File: src/csr_pkg.sv
// shared constants and types for the core status and option registers
package csr_pkg;
  // status register location and field positions
  localparam logic [7:0] CSR_STATUS_ADDR   = 8'h03;
  localparam int         CSR_BIT_C         = 0;
  localparam int         CSR_BIT_DC        = 1;
  localparam int         CSR_BIT_Z         = 2;
  localparam int         CSR_BIT_PD        = 3;
  localparam int         CSR_BIT_TO        = 4;
  localparam int         CSR_PAGE_LSB      = 5;
  localparam int         CSR_PAGE_W        = 3;
  // reset values
  localparam logic [2:0] CSR_PAGE_RST      = 3'h0;
  localparam logic       CSR_TO_RST        = 1'b1;
  localparam logic       CSR_PD_RST        = 1'b1;
  localparam logic [2:0] CSR_FLAGS_RST     = 3'h0;
  // option register layout
  localparam int         CSR_OPT_W         = 6;
  localparam logic [5:0] CSR_OPT_RST       = 6'h3f;
  localparam int         CSR_OPT_CS        = 5;
  localparam int         CSR_OPT_SE        = 4;
  localparam int         CSR_OPT_PSA       = 3;
  localparam int         CSR_OPT_RATE_LSB  = 0;
  localparam int         CSR_RATE_W        = 3;
  localparam int         CSR_TDIV_W        = 4;
  localparam logic [3:0] CSR_TDIV_RST      = 4'h8;
  localparam logic [3:0] CSR_TDIV_OFS      = 4'h1;
  // low nibble overflow threshold for digit carry
  localparam logic [4:0] CSR_NIB_CARRY     = 5'h10;
  // alu operation classes; all but CSR_OP_NONE touch the flags
  typedef enum logic [2:0] {
    CSR_OP_NONE  = 3'h0,
    CSR_OP_ADD   = 3'h1,
    CSR_OP_SUB   = 3'h2,
    CSR_OP_RRF   = 3'h3,
    CSR_OP_RLF   = 3'h4,
    CSR_OP_LOGIC = 3'h5
  } csr_op_t;
endpackage

File: src/csr_option_reg.sv
// write-only timer/prescaler option register storage
`timescale 1ns/10ps
`default_nettype none
module csr_option_reg
  import csr_pkg::*;
(
  input  wire logic                  clk,
  input  wire logic                  srst,
  input  wire logic                  ce,
  input  wire logic                  load,
  input  wire logic [CSR_OPT_W-1:0]  wdata,
  output logic      [CSR_OPT_W-1:0]  opt_q,
  output logic      [CSR_TDIV_W-1:0] tdiv_q
);
  logic [CSR_OPT_W-1:0]  opt_ff;
  logic [CSR_OPT_W-1:0]  nxt_opt;
  logic [CSR_TDIV_W-1:0] tdiv_ff;
  logic [CSR_TDIV_W-1:0] nxt_tdiv;

  // next option value; timer exponent kept pre-added so the output is a flop
  always_comb begin
    nxt_opt  = opt_ff;
    nxt_tdiv = tdiv_ff;
    if (load) begin
      nxt_opt  = wdata;
      nxt_tdiv = {1'b0, wdata[CSR_OPT_RATE_LSB +: CSR_RATE_W]} + CSR_TDIV_OFS;
    end
  end

  // reset wins over the clock enable so a frozen core still initialises
  always_ff @(posedge clk) begin
    if (srst) begin
      opt_ff  <= CSR_OPT_RST;
      tdiv_ff <= CSR_TDIV_RST;
    end else if (ce) begin
      opt_ff  <= nxt_opt;
      tdiv_ff <= nxt_tdiv;
    end
  end

  assign opt_q  = opt_ff;
  assign tdiv_q = tdiv_ff;
endmodule
`default_nettype wire

File: src/csr_regs.sv
// core status register, option register and timer tick selection
`timescale 1ns/10ps
`default_nettype none
module csr_regs
  import csr_pkg::*;
#(
  parameter bit HAS_WDT_PSC = 1'b1
)(
  input  wire logic        CLK,
  input  wire logic        SRST,
  input  wire logic        CE,
  input  wire logic        EXEC,
  input  wire logic        OPT_LOAD,
  input  wire logic [7:0]  W_DATA,
  input  wire logic        STAT_WR,
  input  wire logic [7:0]  STAT_WDATA,
  input  wire csr_op_t     ALU_OP,
  input  wire logic [7:0]  ALU_A,
  input  wire logic [7:0]  ALU_B,
  input  wire logic        CLRWDT_EXEC,
  input  wire logic        SLEEP_EXEC,
  input  wire logic        WDT_TIMEOUT,
  input  wire logic        TIMER_EXT_CLOCK_PIN,
  output logic [7:0]       STATUS_RD,
  output logic [7:0]       ALU_RES,
  output logic [1:0]       PC_PAGE,
  output logic             TIMER_CLOCK_SOURCE_SEL,
  output logic             TIMER_EDGE_SEL,
  output logic             PRESCALER_ASSIGN,
  output logic [2:0]       PRESCALER_RATE,
  output logic [3:0]       TMR_DIV_EXP,
  output logic             TMR_INC
);
  logic [CSR_OPT_W-1:0]  opt_q;
  logic [CSR_TDIV_W-1:0] tdiv_q;
  logic [2:0] page_ff;
  logic [2:0] nxt_page;
  logic       to_ff;
  logic       nxt_to;
  logic       pd_ff;
  logic       nxt_pd;
  logic       z_ff;
  logic       nxt_z;
  logic       dc_ff;
  logic       nxt_dc;
  logic       c_ff;
  logic       nxt_c;
  logic [7:0] res_ff;
  logic [7:0] nxt_res;
  logic       pin_prev_ff;
  logic       inc_ff;
  logic       nxt_inc;

  // only the low six bits of the working register reach storage
  csr_option_reg u_opt (
    .clk    (CLK),
    .srst   (SRST),
    .ce     (CE),
    .load   (EXEC & OPT_LOAD),
    .wdata  (W_DATA[CSR_OPT_W-1:0]),
    .opt_q  (opt_q),
    .tdiv_q (tdiv_q)
  );

  // alu flags and status write merge
  always_comb begin
    logic [8:0] sum9;
    logic [4:0] nib5;
    logic       upd;
    sum9    = {1'b0, ALU_A} + {1'b0, ALU_B};
    nib5    = {1'b0, ALU_A[3:0]} + {1'b0, ALU_B[3:0]};
    upd     = 1'b0;
    nxt_page = page_ff;
    nxt_z    = z_ff;
    nxt_dc   = dc_ff;
    nxt_c    = c_ff;
    nxt_res  = res_ff;
    if (EXEC) begin
      case (ALU_OP)
        CSR_OP_ADD: begin
          nxt_res = sum9[7:0];
          nxt_c   = sum9[8];
          nxt_dc  = (nib5 >= CSR_NIB_CARRY);
          nxt_z   = (sum9[7:0] == 8'h00);
          upd     = 1'b1;
        end
        CSR_OP_SUB: begin
          nxt_res = ALU_A - ALU_B;
          nxt_c   = (ALU_A >= ALU_B);
          nxt_dc  = (ALU_A[3:0] >= ALU_B[3:0]);
          nxt_z   = (ALU_A == ALU_B);
          upd     = 1'b1;
        end
        CSR_OP_RRF: begin
          nxt_res = {c_ff, ALU_A[7:1]};
          nxt_c   = ALU_A[0];
          upd     = 1'b1;
        end
        CSR_OP_RLF: begin
          nxt_res = {ALU_A[6:0], c_ff};
          nxt_c   = ALU_A[7];
          upd     = 1'b1;
        end
        CSR_OP_LOGIC: begin
          nxt_res = ALU_A;
          nxt_z   = (ALU_A == 8'h00);
          upd     = 1'b1;
        end
        default: begin
          nxt_res = ALU_A;
        end
      endcase
      if (STAT_WR) begin
        nxt_page = STAT_WDATA[CSR_PAGE_LSB +: CSR_PAGE_W];
        // flag results beat the destination write
        if (!upd) begin
          nxt_z  = STAT_WDATA[CSR_BIT_Z];
          nxt_dc = STAT_WDATA[CSR_BIT_DC];
          nxt_c  = STAT_WDATA[CSR_BIT_C];
        end
      end
    end
  end

  // time-out and power-down follow device events only, never the write data
  always_comb begin
    nxt_to = to_ff;
    nxt_pd = pd_ff;
    if (CLRWDT_EXEC) begin
      nxt_to = 1'b1;
      nxt_pd = 1'b1;
    end else if (SLEEP_EXEC) begin
      nxt_to = 1'b1;
      nxt_pd = 1'b0;
    end
    // a time-out in the same cycle is not lost
    if (WDT_TIMEOUT) begin
      nxt_to = 1'b0;
    end
  end

  // timer increment source and edge
  always_comb begin
    nxt_inc = 1'b1;
    if (opt_q[CSR_OPT_CS]) begin
      nxt_inc = opt_q[CSR_OPT_SE] ? (pin_prev_ff & ~TIMER_EXT_CLOCK_PIN)
                                  : (~pin_prev_ff & TIMER_EXT_CLOCK_PIN);
    end
  end

  // status and tick state
  always_ff @(posedge CLK) begin
    if (SRST) begin
      page_ff     <= CSR_PAGE_RST;
      to_ff       <= CSR_TO_RST;
      pd_ff       <= CSR_PD_RST;
      {z_ff, dc_ff, c_ff} <= CSR_FLAGS_RST;
      res_ff      <= 8'h00;
      pin_prev_ff <= TIMER_EXT_CLOCK_PIN; // start at the pin level so reset makes no false edge
      inc_ff      <= 1'b0;
    end else if (CE) begin
      page_ff     <= nxt_page;
      to_ff       <= nxt_to;
      pd_ff       <= nxt_pd;
      z_ff        <= nxt_z;
      dc_ff       <= nxt_dc;
      c_ff        <= nxt_c;
      res_ff      <= nxt_res;
      pin_prev_ff <= TIMER_EXT_CLOCK_PIN;
      inc_ff      <= nxt_inc;
    end
  end

  // read view of status; option storage has no read port at all
  assign STATUS_RD = {page_ff, to_ff, pd_ff, z_ff, dc_ff, c_ff};
  assign ALU_RES   = res_ff;
  assign PC_PAGE   = page_ff[1:0];
  assign TIMER_CLOCK_SOURCE_SEL = opt_q[CSR_OPT_CS];
  assign TIMER_EDGE_SEL         = opt_q[CSR_OPT_SE];
  // smallest variant cannot hand the prescaler to the watchdog
  assign PRESCALER_ASSIGN = opt_q[CSR_OPT_PSA] & HAS_WDT_PSC;
  assign PRESCALER_RATE   = opt_q[CSR_OPT_RATE_LSB +: CSR_RATE_W];
  assign TMR_DIV_EXP      = tdiv_q;
  assign TMR_INC          = inc_ff;

  logic [8:0] sum_chk;
  assign sum_chk = {1'b0, ALU_A} + {1'b0, ALU_B};
endmodule
`default_nettype wire

File: config.mk
export PLATFORM = sky130hd
export DESIGN_NAME = csr_regs
export DESIGN_NICKNAME = d
export VERILOG_FILES = /design/src/csr_pkg.sv /design/src/csr_option_reg.sv /design/src/csr_regs.sv
export SDC_FILE = /design/constraint.sdc
export NUM_CORES = 1
export LEC_CHECK = 0
export BUFFER_PORTS_ARGS = -buffer_cell sky130_fd_sc_hd__buf_2
export CAP_MARGIN = 20
export CORE_MARGIN = 2
export CORE_UTILIZATION = 48
export CTS_CLUSTER_SIZE = 28
export DETAILED_ROUTE_END_ITERATION = 7
export GPL_ROUTABILITY_DRIVEN = 0
export PLACE_DENSITY = 0.84
export SYNTH_ARGS = -nofsm -noshare
export SYNTH_HDL_FRONTEND = slang
export SYNTH_SLANG_ARGS = --single-unit
File: constraint.sdc
create_clock -name CLK -period 2.3 [get_ports CLK]
set_input_delay 0.46 -clock CLK [delete_from_list [all_inputs] [get_ports CLK]]
set_output_delay 0.46 -clock CLK [all_outputs]
set_load 0.1 [all_outputs]
* After elaboration in Yosys (flattened, before gate mapping)
Cells that the tools add are included.
Storage, ports and cells: register bits after elaboration 28, input port bits 45, output and inout port bits 29, logic and storage cells 61
Cells by class: add/sub/neg operators 4, magnitude comparators 3, equal/unequal tests 6, mux-type cells 21, bitwise operators 5, reductions and logical operators 11
Operators by type and width (count):
- one-hot mux 8 bit (4 select lines) | 1
- 2-to-1 mux 1 bit | 17
- logical NOT 8 bit | 2
- adder 8 x 8 -> 9 bit | 1
- == test 8 bit | 1
- >= comparator 8 bit | 1
- AND reduction 2 bit | 4
- subtractor 8 bit | 1
- == test 3 x 2 -> 1 bit, second input constant | 2
- == test 3 bit, second input constant | 2
- adder 4 x 4 -> 5 bit | 1
- >= comparator 5 bit, second input constant | 1
- OR reduction 5 bit | 1
- adder 3 x 1 -> 4 bit, second input constant | 1
- >= comparator 4 bit | 1
- one-hot mux 1 bit (4 select lines) | 1
- nonzero test 2 bit | 2
- AND 1 bit | 3
- == test 3 x 1 -> 1 bit, second input constant | 1
- one-hot mux 1 bit (3 select lines) | 1
- AND reduction 3 bit | 1
- nonzero test 3 bit | 1
- NOT 1 bit | 2
- one-hot mux 1 bit (2 select lines) | 1

* Logic depth before layout (Yosys ltp)
word-level depth 6, gate-level depth with buffers 10, mapped depth without buffers 10

* Hierarchy
A second synthesis with hierarchy kept.
Second synthesis, totals: cells, all modules 310, area, all modules 2379.8 µm²
Modules (own cells, without submodules):
- csr_regs | instances 1, cells each 273, area an instance 1974.4 µm², seq. area each 370.4 µm²
- csr_option_reg | instances 1, cells each 37, area an instance 405.4 µm², seq. area each 200.2 µm²

* Worst setup path before layout
No wires, ideal clock.
path kind input to register, from input port ALU_A[0], to register dc_ff, setup time 0.128 ns, arrival time 2.126 ns, required time 2.172 ns, slack 0.046 ns, stages on the path 10, buffers on the path 0, cells stage by stage inv_1 -> ha_1 -> inv_1 -> fa_1 -> a21o_1 -> a21oi_1 -> nand2_1 -> a222oi_1 -> a2bb2oi_1 -> nor2_1
Between the ends: longest elaborated chain between the ends 5, elaborated cells on any way between the ends 6, those cells by class add/sub: 1; order compare: 2; mux: 3
RTL lines:
- start, declared | line csr_regs.sv:18 | input wire logic [7:0] ALU_A,
- adder 4 x 4 -> 5 bit | line csr_regs.sv:71 | nib5 = {1'b0, ALU_A[3:0]} + {1'b0, ALU_B[3:0]};
- >= comparator 5 bit | line csr_regs.sv:83 | nxt_dc = (nib5 >= CSR_NIB_CARRY);
- one-hot mux 1 bit (2 select lines) (*) | line csr_regs.sv:79 | case (ALU_OP)
- 2-to-1 mux 1 bit | line csr_regs.sv:116 | if (!upd) begin
- 2-to-1 mux 1 bit (*) | line csr_regs.sv:113 | if (STAT_WR) begin
- end signal, assigned | line csr_regs.sv:166 | dc_ff <= nxt_dc;
- end, declared | line csr_regs.sv:44 | logic dc_ff;
Mark *: on every way between the ends. The rest lies on a longest branch, timed or not. A chain may end at the register's enable or synchronous reset.

* Worst setup path after layout
Same ends and word-level chain as after synthesis.

==> flow_metrics.env <==
export IMPL_gr_usage_total=0.2422
export IMPL_path_buf_inv=3
export IMPL_p_total_mw=1.621
export IMPL_diodes=0
export IMPL_seq_area_sq_um=570.5
export IMPL_die_area_sq_um=6085
export IMPL_critPathRequiredTime_ns=2.46
export IMPL_worst_setup_hold_path_clk_slew_ns=0.10
export IMPL_p_leak_nw=1.434
export IMPL_cts_htree_levels=1
export IMPL_holdBufCountCts=0
export IMPL_final_period_utilization=0.9498
export IMPL_peakVddDrop_mv=0.2714
export IMPL_max_slew_worst_pin_slew_ns=0.5394
export IMPL_clk_latency_ns=0.28
export IMPL_instances_no_fill=483
export IMPL_route_final_wire_length_mm=7.350
export IMPL_seq_area_frac_synth=0.2170
export IMPL_route_detailed_wl_per_inst_microns=15.22
export IMPL_critical_path_arrival_ns=2.35
export IMPL_ioPinCount=74
export IMPL_nets=478
export IMPL_synth_seq_cells=28
export IMPL_cts_sink_count=28
export IMPL_vias=2849
export IMPL_final_antenna_net_count=0
export IMPL_tritoncts_clock_tree="done"
export IMPL_maxCapViolCount=0
export IMPL_die_width_microns=78.01
export IMPL_vias_per_cell=5.899
export IMPL_number_of_placed_instances_with_taps_included=478
export IMPL_worst_path_dominant_cell_family="compound AO/OA/AOI/OAI gates"
export IMPL_clock_path_buffers=2
export IMPL_ctsRootBufferMaster="clkbuf_8"
export IMPL_gr_total_overflow=0
export IMPL_drt_iter0_drc=327
export IMPL_final_max_slew_viol_count=0
export IMPL_multi_input_comb_area_sq_um=1784
export IMPL_finalHoldWorstSlack_ns=0.3803
export IMPL_detailed_place_hpwl_mm=5.809
export IMPL_postSynthCellCount=343
export IMPL_path_category_of_the_worst_min_delay_check="in -> reg"
export IMPL_placedInstanceArea_sq_um=3072
export IMPL_timing_final_setup_violations=0
export IMPL_core_area_sq_um=5205
export IMPL_synth_area_per_cell_sq_um=7.664
export IMPL_crit_path_start_kind="primary input"
export IMPL_layout_drive_gt1_share=0.2930
export IMPL_largest_net_degree_at_the_start_of_global_routing=22
export IMPL_crit_top_cell="inv_1"
export IMPL_yosysWarnings=0
export IMPL_fill_cells=481
export IMPL_finClkSkew_ns=0.009867
export IMPL_grt_pass1_vias=2620
export IMPL_synth_edf_count=1
export IMPL_remaining_drc_errors=0
export IMPL_finalWorstPathRequiredPeriod_ns=2.185
export IMPL_yosysUniqueCellTypes=64
export IMPL_max_freq_mhz=457.8
export IMPL_std_cell_rows=26
export IMPL_area_growth_pct=20.18
export IMPL_timing_critical_path_cells="buf_2 > inv_1 > ha_2 > inv_1 > fa_2 > a21o_1 > a21oi_2 > nand2_1 > a222oi_1 > a2bb2oi_1 > nor2_1"
export IMPL_p_per_area_nw_per_um2=513.2
export IMPL_fin_util=0.6070
export IMPL_drt_first_pass_iters=7
export IMPL_path_class="in -> reg"
export IMPL_chipHeight_microns=78.01
export IMPL_io_buffers=69
export IMPL_timing_critical_path_to_type="flop"
export IMPL_initial_core_util=0.5050
export IMPL_prevailing_post_synth_register_cell="dfxtp_1"
export IMPL_status="finished, final reports clean"
export IMPL_cp_slowest_cell="a222oi_1"
export IMPL_final_hold_violation_count=0
export IMPL_antenna_violations_before_repair=0
export IMPL_cts_inserted_buffers=3
export IMPL_slew_limit_headroom=0.6404
export IMPL_grt_first_pass_wirelength_mm=12.12
export IMPL_synth_async_sr_flop_share=0
export IMPL_worstPathMaxFanout=2
export IMPL_timing_critical_path_slowest_cell_delay_ns=0.44
export IMPL_layout_cell_area_non_filler_sq_um=3159
export IMPL_post_synth_instance_area_sq_um=2629
export IMPL_postSynthNetCount=407
final timing paths:
| kind | start | end | slack [ns] | cells after the start |
|---|---|---|---|---|
| setup reg to reg | c_ff$_SDFFE_PP0P_ | ALU_RES[7]$_SDFFE_PP0P_ | 0.95 | 6 |
| setup / recovery | ALU_A[0] | dc_ff$_SDFFE_PP0P_ | 0.12 | 11 |
| hold / removal | TIMER_EXT_CLOCK_PIN | pin_prev_ff$_DFFE_PP_ | 0.38 | 1 |
| hold reg to reg | page_ff[2]$_SDFFE_PP0P_ | page_ff[2]$_SDFFE_PP0P_ | 0.46 | 2 |
cell usage after synthesis, drive strengths merged (3+ instances only):
cell | number | share of area
o221ai | 6 | 0.022
and3 | 5 | 0.012
a211o | 6 | 0.020
clkbuf | 11 | 0.016
a21oi | 29 | 0.057
ha | 17 | 0.081
o211ai | 6 | 0.017
nand3 | 9 | 0.017
o31ai | 5 | 0.014
buf | 22 | 0.063
nor2b | 5 | 0.015
mux2i | 4 | 0.015
o21ai | 18 | 0.034
nor3 | 9 | 0.017
xnor2 | 4 | 0.013
a21o | 4 | 0.011
inv | 20 | 0.029
nand2b | 9 | 0.027
nand4 | 4 | 0.0095
a31oi | 5 | 0.012
nand2 | 32 | 0.046
dfxtp | 27 | 0.21
nor2 | 33 | 0.050
or3 | 4 | 0.0095
nand3b | 3 | 0.0086
a211oi | 5 | 0.016
o21bai | 5 | 0.014
through the flow:
stage / worst slack, ns / setup TNS, ns
2_1_floorplan: 0.04613 / 0
3_3_place_gp: -0.1258 / -0.3859
3_5_place_dp: -0.2206 / -0.6944
4_1_cts: 0.06431 / 0
5_1_grt: -0.003255 / -0.003255
6_report: 0.1154 / 0
state kept, by name, indices dropped and copies added, names as in the netlist:
signal and count:
ALU_RES 8, TMR_INC 1, c_ff 1, dc_ff 1, page_ff 3, pd_ff 1
pin_prev_ff 1, to_ff 1, u_opt.opt_q 6, u_opt.tdiv_q 4, z_ff 1
layer usage:
| metal | wire (microns) | track usage | vias up |
|---|---|---|---|
| met5 | 0 | 0 | - |
| met4 | 159 | 0.07895 | 0 |
| met3 | 711 | 0.03488 | 18 |
| met2 | 3551 | 0.4267 | 147 |
| met1 | 2928 | 0.3021 | 1317 |
| li1 | - | - | 1367 |
cells by family after synthesis:
kind of cell / after synthesis / synth area share
adder cells (fa/ha/maj): 19 / 0.09614
multiplexers: 7 / 0.03236
AND/OR/NAND/NOR: 120 / 0.2304
XOR/XNOR: 6 / 0.01999
flip-flops: 28 / 0.2170
AO/OA/AOI/OAI: 110 / 0.2965
buffers and inverters: 53 / 0.1076
final cells by class:
type | count | area share
Clock inverter | 1 | 0.009505
Inverter | 20 | 0.02376
Tap cell | 70 | 0.02772
Clock buffer | 3 | 0.01307
Timing Repair Buffer | 99 | 0.1806
Multi-Input combinational cell | 262 | 0.5648
Sequential cell | 28 | 0.1806
report_power, final:
part           internal, mW  leakage [nW]  total, mW  switching (mW)
logic                 0.233          1.17      0.708           0.474
registers             0.514         0.231      0.529          0.0152
clock network         0.233        0.0357      0.385           0.151
total                 0.980          1.43       1.62           0.641
cell usage in the layout (no fill, tap or decap), types with 6 or more instances in the layout:
cell type and instances:
dfxtp_1 27, a21oi_1 27, nor2_1 32, nand3_1 9, o21ai_0 17, inv_1 20, ha_1 16, o211ai_1 6
a211o_1 6, nand2_1 32, nor3_1 9, buf_2 69, nand2b_1 7, buf_4 30
repair_timing:
action / in CTS / in global routing
endpoints found under the hold margin: 0 / 0
buffers inserted: 0 / 1
resized for setup: 0 / 3
setup endpoints to repair: 0 / 2
Note: power is estimated with default switching activity, not from simulation.
